### src/hdl/eecu_cfg.svh
// Purpose: offsets, field positions and reset values of the entry checker
// Assumes: byte address = 4 * word index on a 32-bit AXI4-Lite bus
// Notes:   64-bit values take two words, low word first
`ifndef EECU_CFG_SVH
`define EECU_CFG_SVH
`define EECU_ADDR_W 10
`define EECU_CMD_IDX 8'h00
`define EECU_CTX_IDX 8'h01
`define EECU_CTX_N 35
`define EECU_STAT_IDX 8'h3F
`define EECU_RES_IDX 8'h40
`define EECU_RES_N 24
`define EECU_CMD_START 0
`define EECU_CMD_EXIT 1
`define EECU_C_MODE 0
`define EECU_C_TCS 1
`define EECU_C_PMADDR 3
`define EECU_C_PMTYPE 5
`define EECU_C_AEP 6
`define EECU_C_BASE 8
`define EECU_C_ENTRY 10
`define EECU_C_SAVE 12
`define EECU_C_FSOFS 14
`define EECU_C_GSOFS 16
`define EECU_C_FLAGS 18
`define EECU_C_FSLIM 20
`define EECU_C_GSLIM 21
`define EECU_C_CSLIM 22
`define EECU_C_DSLIM 23
`define EECU_C_XSTATE_FEATURE_MASK 24
`define EECU_C_XCR 25
`define EECU_C_SP 26
`define EECU_C_FP 28
`define EECU_C_NEXTIP 30
`define EECU_C_CURRENT_SAVE_FRAME_INDEX 32
`define EECU_C_OLDFS 33
`define EECU_C_OLDGS 34
`define EECU_FLAG_OPTIN 0
`define EECU_FLAG_NOTIFY 1
`define EECU_WORD_RST 32'h0000_0000
`define EECU_PAGE_MASK 64'h0000_0000_0000_0FFF
`define EECU_FLAGS_MBZ 64'hFFFF_FFFF_FFFF_FFFC
`define EECU_XSTATE_FEATURE_MASK_LEGACY 32'h0000_0003
`define EECU_THREAD_CTL_PAGE_TYPE 8'h01
`define EECU_DS_TYPE_OK 3'h1
`define EECU_DS_FULL 32'hFFFF_FFFF
`define EECU_PERF_FLAGS 32'h9000_0000
`define EECU_CHK_N 23
`define EECU_PF_MASK 23'h001E40
`define EECU_NO_FAULT 5'h1F
`define EECU_RESP_OKAY 2'h0
`define EECU_RESP_SLVERR 2'h2
`endif

### src/hdl/eecu_pkg.sv
// Purpose: types shared by the entry checker
// Assumes: mode word layout as loaded by software
// Notes:   structs are packed MSB first
package eecu_pkg;
  typedef logic [31:0] eecu_word_type;

  typedef enum logic [2:0]
  {
    ST_IDLE   = 3'h1,
    ST_CHECK  = 3'h2,
    ST_COMMIT = 3'h4
  } eecu_state_type;

  typedef struct packed {
    logic [5:0] rsvd;
    logic       trap_flag;
    logic       ss_base_nz;
    logic       es_base_nz;
    logic       ds_base_nz;
    logic       cs_base_nz;
    logic       pm_modified;
    logic       pm_pending;
    logic       pm_blocked;
    logic       pm_valid;
    logic       in_page_cache;
    logic       notify_attr;
    logic       wide_mode_attr;
    logic       initialized;
    logic       tcs_busy;
    logic       xsave_avail;
    logic       os_fp_save_enable;
    logic       os_xstate_enable;
    logic [2:0] ds_type;
    logic       ss_b;
    logic       ss_usable;
    logic       es_usable;
    logic       ds_usable;
    logic       cs_long;
    logic       long_active;
  } eecu_mode_type;

  typedef struct packed {
    logic xcr_loaded;
    logic tf_saved;
    logic trap_flag;
    logic demote;
    logic precise_event_sampling_supp;
    logic perf_supp;
    logic bp_in_supp;
    logic bp_out_supp;
    logic sstep;
    logic encl;
    logic pf;
    logic gp;
    logic done;
  } eecu_stat_type;
endpackage

### src/hdl/eecu_top.sv
// Purpose: enclave entry validation and context rebuild behind AXI4-Lite
// Assumes: software loads the context words, then writes start
// Notes:   context is frozen while a check runs; one entry at a time
`include "eecu_cfg.svh"

module eecu_top
#(
  parameter int VA_W = 48
)
(
  input  wire logic                    aclk,
  input  wire logic                    aresetn,
  input  wire logic                    awvalid,
  output      logic                    awready,
  input  wire logic [`EECU_ADDR_W-1:0] awaddr,
  input  wire logic                    wvalid,
  output      logic                    wready,
  input  wire eecu_pkg::eecu_word_type wdata,
  input  wire logic [3:0]              wstrb,
  output      logic                    bvalid,
  input  wire logic                    bready,
  output      logic [1:0]              bresp,
  input  wire logic                    arvalid,
  output      logic                    arready,
  input  wire logic [`EECU_ADDR_W-1:0] araddr,
  output      logic                    rvalid,
  input  wire logic                    rready,
  output      eecu_pkg::eecu_word_type rdata,
  output      logic [1:0]              rresp
);
  import eecu_pkg::*;

  eecu_word_type               ctx [`EECU_CTX_N];
  eecu_word_type               res [`EECU_RES_N];
  eecu_word_type               nres [`EECU_RES_N];
  eecu_state_type              state;
  eecu_state_type              next_state;
  eecu_stat_type               stat;
  eecu_stat_type               next_stat;
  logic [4:0]                  cause;
  logic                        aw_hold;
  logic                        w_hold;
  logic [`EECU_ADDR_W-1:0]     aw_addr_q;
  eecu_word_type               w_data_q;
  logic [3:0]                  w_strb_q;

  // Write side holds each channel until both have arrived
  wire       do_write = aw_hold & w_hold & ~bvalid;
  wire [7:0] wr_idx   = aw_addr_q[`EECU_ADDR_W-1:2];
  wire [7:0] wr_ci    = wr_idx - `EECU_CTX_IDX;
  wire       wr_cmd   = wr_idx == `EECU_CMD_IDX;
  wire       wr_ctx   = (wr_idx >= `EECU_CTX_IDX) &
                        (wr_ci < 8'(`EECU_CTX_N));
  wire       idle     = state == ST_IDLE;
  wire       start_cmd = do_write & wr_cmd & w_strb_q[0] & idle &
                         w_data_q[`EECU_CMD_START];
  wire       exit_cmd  = do_write & wr_cmd & w_strb_q[0] & idle &
                         w_data_q[`EECU_CMD_EXIT] & stat.encl;

  assign awready = ~aw_hold;
  assign wready  = ~w_hold;
  assign arready = ~rvalid;

  // Field views of the context words
  eecu_mode_type m;
  assign m = eecu_mode_type'(ctx[`EECU_C_MODE]);
  wire [63:0] tcs_a  = {ctx[`EECU_C_TCS+1], ctx[`EECU_C_TCS]};
  wire [63:0] pm_a   = {ctx[`EECU_C_PMADDR+1], ctx[`EECU_C_PMADDR]};
  wire [63:0] async_exit_pointer    = {ctx[`EECU_C_AEP+1], ctx[`EECU_C_AEP]};
  wire [63:0] base   = {ctx[`EECU_C_BASE+1], ctx[`EECU_C_BASE]};
  wire [63:0] entry  = {ctx[`EECU_C_ENTRY+1], ctx[`EECU_C_ENTRY]};
  wire [63:0] save_o = {ctx[`EECU_C_SAVE+1], ctx[`EECU_C_SAVE]};
  wire [63:0] fs_o   = {ctx[`EECU_C_FSOFS+1], ctx[`EECU_C_FSOFS]};
  wire [63:0] gs_o   = {ctx[`EECU_C_GSOFS+1], ctx[`EECU_C_GSOFS]};
  wire [63:0] flags  = {ctx[`EECU_C_FLAGS+1], ctx[`EECU_C_FLAGS]};
  wire [31:0] ds_lim = ctx[`EECU_C_DSLIM];
  wire [31:0] xstate_feature_mask   = ctx[`EECU_C_XSTATE_FEATURE_MASK];
  wire [31:0] xcr    = ctx[`EECU_C_XCR];
  wire        opt_in = flags[`EECU_FLAG_OPTIN];

  wire mode64 = m.long_active & m.cs_long;

  // Canonical when the top implemented bit and all bits above it agree
  function automatic logic canon(input logic [63:0] a);
    return (a[63:VA_W-1] == '0) | (a[63:VA_W-1] == '1);
  endfunction

  // Entry target and proposed segment bases
  wire [63:0] target  = base + entry;
  wire [63:0] fs_base = base + fs_o;
  wire [63:0] gs_base = base + gs_o;
  wire [32:0] fs_end  = {1'b0, fs_base[31:0]} + {1'b0, ctx[`EECU_C_FSLIM]};
  wire [32:0] gs_end  = {1'b0, gs_base[31:0]} + {1'b0, ctx[`EECU_C_GSLIM]};
  // A wrapping segment is only legal when the data segment spans 4 GB
  wire fs_bad32 = fs_end[32] ? (ds_lim != `EECU_DS_FULL) :
                               (fs_end[31:0] > ds_lim);
  wire gs_bad32 = gs_end[32] ? (ds_lim != `EECU_DS_FULL) :
                               (gs_end[31:0] > ds_lim);
  wire xs_bad   = m.os_xstate_enable ? ((xstate_feature_mask & xcr) != xstate_feature_mask) :
                  (m.xsave_avail & (xstate_feature_mask != `EECU_XSTATE_FEATURE_MASK_LEGACY));

  // Checks in evaluation order; the lowest set bit is reported
  logic [`EECU_CHK_N-1:0] chk;
  assign chk[0]  = ~mode64 & (~m.ds_usable | (m.ds_type != `EECU_DS_TYPE_OK));
  assign chk[1]  = ~mode64 & (m.cs_base_nz | m.ds_base_nz);
  assign chk[2]  = ~mode64 & m.es_usable & m.es_base_nz;
  assign chk[3]  = ~mode64 & m.ss_usable & m.ss_base_nz;
  assign chk[4]  = ~mode64 & m.ss_usable & ~m.ss_b;
  assign chk[5]  = (tcs_a & `EECU_PAGE_MASK) != '0;
  assign chk[6]  = ~m.in_page_cache;
  assign chk[7]  = mode64 & ~canon(async_exit_pointer);
  assign chk[8]  = m.tcs_busy;
  assign chk[9]  = ~m.pm_valid;
  assign chk[10] = m.pm_blocked;
  assign chk[11] = (pm_a != tcs_a) |
                   (ctx[`EECU_C_PMTYPE][7:0] != `EECU_THREAD_CTL_PAGE_TYPE);
  assign chk[12] = m.pm_pending | m.pm_modified;
  assign chk[13] = (save_o & `EECU_PAGE_MASK) != '0;
  assign chk[14] = ((fs_o | gs_o) & `EECU_PAGE_MASK) != '0;
  assign chk[15] = (flags & `EECU_FLAGS_MBZ) != '0;
  assign chk[16] = ~m.initialized;
  assign chk[17] = mode64 != m.wide_mode_attr;
  // Floating point save support is required before the mask test
  assign chk[18] = ~m.os_fp_save_enable;
  assign chk[19] = xs_bad;
  assign chk[20] = ~opt_in & (flags[`EECU_FLAG_NOTIFY] != m.notify_attr);
  assign chk[21] = mode64 ? ~canon(target) :
                            (target[31:0] > ctx[`EECU_C_CSLIM]);
  // fs and gs canonical in wide mode, inside data segment in narrow mode
  assign chk[22] = mode64 ? (~canon(fs_base) | ~canon(gs_base)) :
                            (fs_bad32 | gs_bad32);

  function automatic logic [4:0] first_fault(input logic [22:0] v);
    logic [4:0] r;
    r = `EECU_NO_FAULT;
    for (int i = `EECU_CHK_N - 1; i >= 0; i--)
      if (v[i])
        r = 5'(i);
    return r;
  endfunction

  wire found = cause != `EECU_NO_FAULT;
  wire is_pf = found & |(`EECU_PF_MASK & (23'h1 << cause));
  wire commit = state == ST_COMMIT;

  assign nres[0]  = target[31:0];
  assign nres[1]  = target[63:32];
  assign nres[2]  = tcs_a[31:0];
  assign nres[3]  = tcs_a[63:32];
  assign nres[4]  = ctx[`EECU_C_NEXTIP];
  assign nres[5]  = ctx[`EECU_C_NEXTIP+1];
  assign nres[6]  = ctx[`EECU_C_CURRENT_SAVE_FRAME_INDEX];
  assign nres[7]  = async_exit_pointer[31:0];
  assign nres[8]  = async_exit_pointer[63:32];
  // rebuilt segments; limits only in narrow mode
  assign nres[9]  = fs_base[31:0];
  assign nres[10] = mode64 ? fs_base[63:32] : `EECU_WORD_RST;
  assign nres[11] = gs_base[31:0];
  assign nres[12] = mode64 ? gs_base[63:32] : `EECU_WORD_RST;
  assign nres[13] = mode64 ? `EECU_WORD_RST : ctx[`EECU_C_FSLIM];
  assign nres[14] = mode64 ? `EECU_WORD_RST : ctx[`EECU_C_GSLIM];
  assign nres[15] = xcr;
  assign nres[16] = m.os_xstate_enable ? xstate_feature_mask : xcr;
  // stack and frame pointers into save frame
  assign nres[17] = ctx[`EECU_C_SP];
  assign nres[18] = ctx[`EECU_C_SP+1];
  assign nres[19] = ctx[`EECU_C_FP];
  assign nres[20] = ctx[`EECU_C_FP+1];
  assign nres[21] = ctx[`EECU_C_OLDFS];
  assign nres[22] = ctx[`EECU_C_OLDGS];
  // global status bits 60 and 63
  assign nres[23] = opt_in ? `EECU_WORD_RST : `EECU_PERF_FLAGS;

  // Context words: byte-lane writes, refused while a check runs
  for (genvar g = 0; g < `EECU_CTX_N; g++)
  begin : g_ctx
    wire hit = do_write & wr_ctx & idle & (wr_ci[5:0] == 6'(g));
    always_ff @(posedge aclk)
    begin
      if (!aresetn)
        ctx[g] <= `EECU_WORD_RST;
      else if (hit)
        for (int b = 0; b < 4; b++)
          if (w_strb_q[b])
            ctx[g][8*b +: 8] <= w_data_q[8*b +: 8];
    end
  end

  // Result words: fault address only on a page fault, rest on success
  for (genvar g = 0; g < `EECU_RES_N; g++)
  begin : g_res
    wire upd = commit & ((g == 2 || g == 3) ? is_pf : ~found);
    always_ff @(posedge aclk)
    begin
      if (!aresetn)
        res[g] <= `EECU_WORD_RST;
      else if (upd)
        res[g] <= nres[g];
    end
  end

  always_comb
  begin
    next_state = state;
    unique case (state)
      ST_IDLE:   if (start_cmd) next_state = ST_CHECK;
      ST_CHECK:  next_state = ST_COMMIT;
      ST_COMMIT: next_state = ST_IDLE;
      default:   next_state = ST_IDLE;
    endcase
  end

  // Status update on start, commit and exit
  always_comb
  begin
    next_stat = stat;
    if (start_cmd)
    begin
      next_stat.done = 1'b0;
      next_stat.gp   = 1'b0;
      next_stat.pf   = 1'b0;
    end
    if (exit_cmd)
    begin
      next_stat = '0;
      next_stat.done      = stat.done;
      next_stat.trap_flag = stat.tf_saved;
    end
    if (commit)
    begin
      next_stat.done = 1'b1;
      next_stat.gp   = found & ~is_pf;
      next_stat.pf   = is_pf;
      if (!found)
      begin
        next_stat.encl        = 1'b1;
        next_stat.tf_saved    = m.trap_flag;
        next_stat.trap_flag   = opt_in & m.trap_flag;
        next_stat.sstep       = opt_in;
        next_stat.bp_out_supp = 1'b1;
        next_stat.bp_in_supp  = ~opt_in;
        next_stat.perf_supp   = ~opt_in;
        next_stat.precise_event_sampling_supp   = ~opt_in;
        next_stat.demote      = ~opt_in;
        next_stat.xcr_loaded  = m.os_xstate_enable;
      end
    end
  end

  // Sequencer, fault capture and status flops
  always_ff @(posedge aclk)
  begin
    if (!aresetn)
    begin
      state <= ST_IDLE;
      stat  <= '0;
      cause <= `EECU_NO_FAULT;
    end
    else
    begin
      state <= next_state;
      stat  <= next_stat;
      if (state == ST_CHECK)
        cause <= first_fault(chk);
    end
  end

  // Write channels and response
  always_ff @(posedge aclk)
  begin
    if (!aresetn)
    begin
      aw_hold   <= 1'b0;
      w_hold    <= 1'b0;
      bvalid    <= 1'b0;
      bresp     <= `EECU_RESP_OKAY;
      aw_addr_q <= '0;
      w_data_q  <= `EECU_WORD_RST;
      w_strb_q  <= 4'h0;
    end
    else
    begin
      if (awvalid & awready)
      begin
        aw_hold   <= 1'b1;
        aw_addr_q <= awaddr;
      end
      if (wvalid & wready)
      begin
        w_hold   <= 1'b1;
        w_data_q <= wdata;
        w_strb_q <= wstrb;
      end
      if (do_write)
      begin
        aw_hold <= 1'b0;
        w_hold  <= 1'b0;
        bvalid  <= 1'b1;
        bresp   <= (wr_cmd | wr_ctx) ? `EECU_RESP_OKAY : `EECU_RESP_SLVERR;
      end
      else if (bready)
        bvalid <= 1'b0;
    end
  end

  // Read decode; read-only status and results, holes answer SLVERR
  wire [7:0] rd_idx = araddr[`EECU_ADDR_W-1:2];
  wire [7:0] rd_ci  = rd_idx - `EECU_CTX_IDX;
  wire [7:0] rd_ri  = rd_idx - `EECU_RES_IDX;
  wire       rd_ctx = (rd_idx >= `EECU_CTX_IDX) & (rd_ci < 8'(`EECU_CTX_N));
  wire       rd_res = (rd_idx >= `EECU_RES_IDX) & (rd_ri < 8'(`EECU_RES_N));
  wire       rd_st  = rd_idx == `EECU_STAT_IDX;
  wire       rd_cmd = rd_idx == `EECU_CMD_IDX;
  wire [31:0] st_word = {11'h000, cause, 2'h0, stat, ~idle};
  wire [31:0] rd_word = rd_ctx ? ctx[rd_ci[5:0]] :
                        rd_res ? res[rd_ri[4:0]] :
                        rd_st  ? st_word : `EECU_WORD_RST;
  wire        rd_ok   = rd_ctx | rd_res | rd_st | rd_cmd;

  // Read answer one cycle after the address is taken
  always_ff @(posedge aclk)
  begin
    if (!aresetn)
    begin
      rvalid <= 1'b0;
      rdata  <= `EECU_WORD_RST;
      rresp  <= `EECU_RESP_OKAY;
    end
    else if (arvalid & arready)
    begin
      rvalid <= 1'b1;
      rdata  <= rd_word;
      rresp  <= rd_ok ? `EECU_RESP_OKAY : `EECU_RESP_SLVERR;
    end
    else if (rready)
      rvalid <= 1'b0;
  end
endmodule

### config.mk
export PLATFORM = sky130hd
export DESIGN_NAME = eecu_top
export DESIGN_NICKNAME = d
export VERILOG_FILES = /design/src/hdl/eecu_pkg.sv /design/src/hdl/eecu_top.sv
export VERILOG_INCLUDE_DIRS = /design/src /design/src/hdl
export SDC_FILE = /design/constraint.sdc
export NUM_CORES = 2
export LEC_CHECK = 0
export BUFFER_PORTS_ARGS = -buffer_cell sky130_fd_sc_hd__buf_2
export CAP_MARGIN = 0
export CORE_ASPECT_RATIO = 1.5
export CORE_MARGIN = 3
export CORE_UTILIZATION = 40
export CTS_CLUSTER_DIAMETER = 40
export DETAILED_ROUTE_END_ITERATION = 10
export GPL_TIMING_DRIVEN = 0
export HOLD_SLACK_MARGIN = 0.12
export SYNTH_ARGS = -nofsm -noshare
export SYNTH_HDL_FRONTEND = slang
export SYNTH_SLANG_ARGS = --single-unit
### constraint.sdc
create_clock -name aclk -period 20.1 [get_ports aclk]
set_clock_uncertainty 0.05 [all_clocks]
set_input_delay 4.02 -clock aclk [delete_from_list [all_inputs] [get_ports aclk]]
set_output_delay 4.02 -clock aclk [all_outputs]
set_load 0.02 [all_outputs]
## After elaboration in Yosys (flattened, before gate mapping)

Memories as Yosys holds them, arrays and structs flattened.
Cells that the tools add are included.

| storage, ports and cells | value |
|---|---|
| bits in latches | 0 |
| bits in read-only memories | 0 |
| word-level logic and storage cells | 1023 |
| bits of input ports | 63 |
| RAM bits | 1888 |
| output and inout port bits | 41 |
| register bits | 107 |
| memories kept | 2 |

Memories:

| memory | depth | bits a word | rd ports | clocked after memory_dff | write ports | line | RTL |
|---|---|---|---|---|---|---|---|
| ctx | 35 | 32 | 35 | 0 | 35 | eecu_top.sv:33 | `` eecu_word_type ctx [`EECU_CTX_N]; `` |
| res | 24 | 32 | 1 | 0 | 24 | eecu_top.sv:34 | `` eecu_word_type res [`EECU_RES_N]; `` |

| cells by class | value |
|---|---|
| muxes and demuxes | 644 |
| magnitude comparators | 9 |
| reductions and logical operators | 18 |
| bitwise gates (word level) | 263 |
| divide/modulo/power cells | 0 |
| equal/unequal tests | 53 |
| $mul | 0 |
| add/sub/neg operators | 8 |
| shift-type cells | 1 |

Operator list:

| operator | number |
|---|---|
| 8-bit 2-to-1 mux | 140 |
| 32-bit 2-to-1 mux | 32 |
| 1-bit 2-to-1 mux | 440 |
| 64-bit nonzero test | 4 |
| 64-bit adder | 3 |
| 1-bit OR | 178 |
| 5-bit 2-to-1 mux | 22 |
| 6-bit by 5-bit equality test with 1-bit output, second input constant | 16 |
| 32-bit greater-than comparator | 3 |
| 17-bit equality test, second input constant | 4 |
| 17-bit logical NOT | 4 |
| 1-bit AND | 67 |
| 32-bit by 32-bit adder with 33-bit output | 2 |
| 64-bit inequality test | 1 |
| 6-bit by 4-bit equality test with 1-bit output, second input constant | 8 |
| 32-bit AND | 1 |
| 32-bit by 2-bit inequality test with 1-bit output, second input constant | 1 |
| 32-bit inequality test | 1 |
| 32-bit inequality test, second input constant | 1 |
| 13-bit 2-to-1 mux | 2 |
| 6-bit by 3-bit equality test with 1-bit output, second input constant | 4 |
| 21-bit 2-to-1 mux | 1 |
| 6-bit equality test, second input constant | 3 |
| 8-bit by 1-bit >= comparator with 1-bit output, second input constant | 2 |
| other kinds (31) | 56 |

## Longest topological paths before layout

An unclocked memory read counts as a cell.

| depth | value |
|---|---|
| depth after elaboration | 30 |
| mapped depth | 35 |
| mapped depth without buffers | 35 |

## Least setup slack after synthesis

OpenSTA, ideal clock, no wires.

| timing path | value |
|---|---|
| kind | input to register |
| start | input aresetn |
| end | register stat, in the netlist st_word[12] |
| data required time | 19909 ps |
| arrival time | 21175 ps |
| cell stages on the path | 5 |
| buffers on the path | 2 |
| setup slack | -1265 ps |
| library setup time | 141 ps |
| path through | clkbuf_1 > clkbuf_1 > nand2_1 > nor2_1 > a22o_1 |

RTL lines:

| item | line | RTL |
|---|---|---|
| start, declared | eecu_top.sv:12 | `input wire logic aresetn,` |
| end signal, assigned | eecu_top.sv:262 | `stat <= next_stat;` |
| end, declared | eecu_top.sv:38 | `eecu_stat_type stat;` |

## Final worst setup path

| timing path | value |
|---|---|
| start | input araddr[2] |
| end | register rdata[29] |

| between the ends | value |
|---|---|
| cells in the longest elaborated chain, start to end | 5 |

RTL lines:

| item | line | RTL |
|---|---|---|
| start, declared | eecu_top.sv:25 | `` input wire logic [`EECU_ADDR_W-1:0] araddr, `` |
| 8-bit by 7-bit subtractor with 8-bit output (no line) | n/a |  |
| 8-bit by 5-bit < comparator with 1-bit output | eecu_top.sv:311 | `` wire rd_res = (rd_idx >= `EECU_RES_IDX) & (rd_ri < 8'(`EECU_RES_N)); `` |
| 1-bit AND | eecu_top.sv:311 |  |
| 32-bit 2-to-1 mux (no line) | n/a |  |
| 32-bit 2-to-1 mux (no line) (*) | n/a |  |
| end signal, assigned | eecu_top.sv:326 | `` rdata <= `EECU_WORD_RST; `` |
| end signal, assigned | eecu_top.sv:332 | `rdata <= rd_word;` |
| end, declared | eecu_top.sv:28 | `output eecu_pkg::eecu_word_type rdata,` |

Mark *: on every way between the ends. The rest lies on a longest branch, timed or not.
A chain may end at the register's enable or synchronous reset.

==> reports/results.txt <==
power consumption: 11.5 mW
CTS root buffer: clkbuf_16
Hold Crit Class: flop to flop
status: finished with violations
most common cell in the netlist: edfxtp_1
Setup TNS: 0 ns
port bufs: 94
Overall Global Routing Usage: 41.8%
first-pass GRT wire length: 750000 um
tightest hold margin: 0.407 ns
number of global-route vias before repair: 80500
DRT Pass-1 Iters: 9
asr flop ratio synth: 0%
synthesized area: 108000 um^2
Pint: 8.11 mW
Detail Route Antenna Nets: 0
TritonCTS clock tree: yes
Seq/Total Area, Yosys: 53.8%
synthesized area per cell: 12.4 um^2
die area: 275000 um^2
largest net degree at the start of global routing: 124
Routed WL per cell: 45.2 um
Setup CP Type: input pin to flop
most used flip-flop cell after synthesis: edfxtp_1
min cycle time layout: 13.15 ns
PD cells: 93.0 nW/um^2
Core ar.: 267000 um^2
Slew @ Worst Pin: 1.64 ns
# setup viols final: 0
clk_lat worst skew: 0.89 ns
Netlist cell types: 93
IO Count: 104
# rows: 232
net switching fraction of the power: 29.3%
count of final hold-check violations: 0
Die W: 429 um
CP startpoint kind: input pin
Setup Fix Bufs, Post-CTS: 0
clock sink total: 1960
net switching power: 3.35 mW
Initial Utilization: 40.3%
global route total overflow: 0
Max Clock Freq: 76.1 MHz
Vias/cell: 6.31
Clock Tree Buf Depth: 4
PostCTS Resize Cnt: 0
Gate power share: 14.3%
Critical Path RT: 20.75 ns
register share of total power: 41.5%
fin nets: 9565
crit path DAT: 13.80 ns
Max-slew headroom: -9.80%
Clock transition at path regs: 0.06 ns
drc violations: 0
Clock H-tree levels: 5
CP endpoint kind: flop
hpwl dp: 492000 um
Clk pwr share: 44.2%
unrepaired setup endpoints after global routing: false
Total Routed Length: 585000 um
synth-to-layout area growth: 14.6%
via count: 81500
Die Height: 641 um
GP Congestion: 1.11
Max Slew Vio Count: 91
largest cells by area after synthesis: edfxtp_1 (52%), mux4_2 (11%), and2_1 (9.6%)
most frequent cells after synthesis: edfxtp_1 (1857), and2_1 (1657), nor2_1 (515), mux4_2 (512), clkbuf_1 (455)
failing checks: capacitance limit, slew limit
share of layout cells above drive strength 1: 13.6%
Tcrit/Tclk final: 65.4%
number of synthesized flops with an enable pin: 1857
Yosys top cell area share: 51.9%
critical path peak fanout: 10
cell accounting for the most synthesized area: edfxtp_1
static leakage: 45.6 nW
Worst VDD drop: 70.1 uV
synth warn: 0
number of antenna violations at the first check in global routing: 103
Max Cap Viol: 14
Cells after Synth: 8685
initial drt markers: 11300
#FFs+latches synth: 1960
total CTS buffers: 280
cts hold-fix bufs: 0
==> state kept, by name (all words and copies together), names as in the netlist, 4 cells and up <==
register / count
w_strb_q: 4
cause: 5
st_word: 13
rdata: 32
ctx: 1120
w_data_q: 32
res: 737
aw_addr_q: 8
==> critical path, cell delays in order <==
cell and delay, ns:
buf_2 0.09, clkbuf_1 1.02, clkbuf_1 0.96, buf_1 1.00, clkbuf_2 0.81, inv_1 0.20, ha_1 0.35, clkbuf_1 0.47
clkbuf_2 0.82, buf_1 1.08, clkbuf_1 0.99, mux4_2 0.43, mux4_2 0.49, mux2i_1 0.36, o21ai_0 0.13, a22oi_1 0.33
a211oi_1 0.13
==> through the flow <==
step	setup WS [ns]	cells	cell area (um^2)	utilization [%]
detailed placement	6.28	12400	114000	42.6
floorplan	5.78	8686	108000	-
global placement	-3.07	12300	112000	42.1
CTS	7.17	12900	123000	46.1
global route	7.00	12900	123000	46.2
finish	6.95	12900	123000	46.2
==> final timing paths <==
kind | startpoint | endpoint | slack (ns) | cells after the start
max reg2reg | ctx[8][1] | cause[3] | 9.06 | 31
min | st_word[9] | st_word[9] | 0.41 | 1
max | araddr[2] | rdata[29] | 6.95 | 17
min reg2reg | st_word[9] | st_word[9] | 0.41 | 1
==> layout make-up <==
class / instances / area, um^2
Fill cell: 24300 / 144000
Sequential cell: 1960 / 57800
Multi-Input combinational cell: 5991 / 47100
Clock buffer: 321 / 7400
Tap cell: 3510 / 4390
Buffer: 521 / 2030
Clock inverter: 180 / 1940
Timing Repair Buffer: 173 / 1550
Inverter: 214 / 803
Antenna cell: 54 / 135
==> cells by family (layout without fill, tap and decap cells) <==
family                   Yosys count  count (layout)  synth area share [%]
XOR/XNOR                         300             300                  2.44
AO/OA/AOI/OAI                   1411            1411                  8.21
AND/OR/NAND/NOR                 3271            3271                  16.8
multiplexers                     646             646                  12.0
other                              1              56               0.00349
adder cells (fa/ha/maj)          361             361                  4.24
buffers and inverters            735            1409                  2.58
flip-flops                      1960            1960                  53.8
==> placed cells by master, fill, tap and decap left out, drive strengths merged, types with 47 or more instances in the layout <==
master,instances
nand2b,60
clkbuf,780
nand3,69
inv,265
a21o,139
xor2,106
and2,1657
diode,54
xnor2,194
dfxtp,103
mux2i,133
o211ai,117
ha,356
nand4,145
nor2b,69
mux4,512
edfxtp,1857
a21oi,376
and3,81
nand2,425
nor4,83
clkinv,87
buf,235
nor3,91
o21bai,59
a211oi,47
nor2,515
o21ai,409
==> power by group through the flow <==
| stage | Sequential (mW) | Clock, mW | Combinational [mW] |
|---|---|---|---|
| final | 4.76 | 5.07 | 1.63 |
| after global routing | 4.76 | 5.24 | 1.67 |
| after CTS | 4.75 | 5.07 | 1.59 |
| after detailed placement | 4.83 | 0 | 1.58 |
| after global placement | 4.87 | 0 | 1.56 |
| after floorplan | 4.76 | 0 | 0.830 |
==> routing by layer <==
metal	wire [um]	vias to the layer above	GRT usage [%]
li1	-	33400	-
met1	189000	41800	44.2
met2	280000	4926	69.5
met3	46000	1417	7.88
met4	69500	24	40.8
met5	144	-	0
Note: power is estimated with default switching activity, not from simulation.
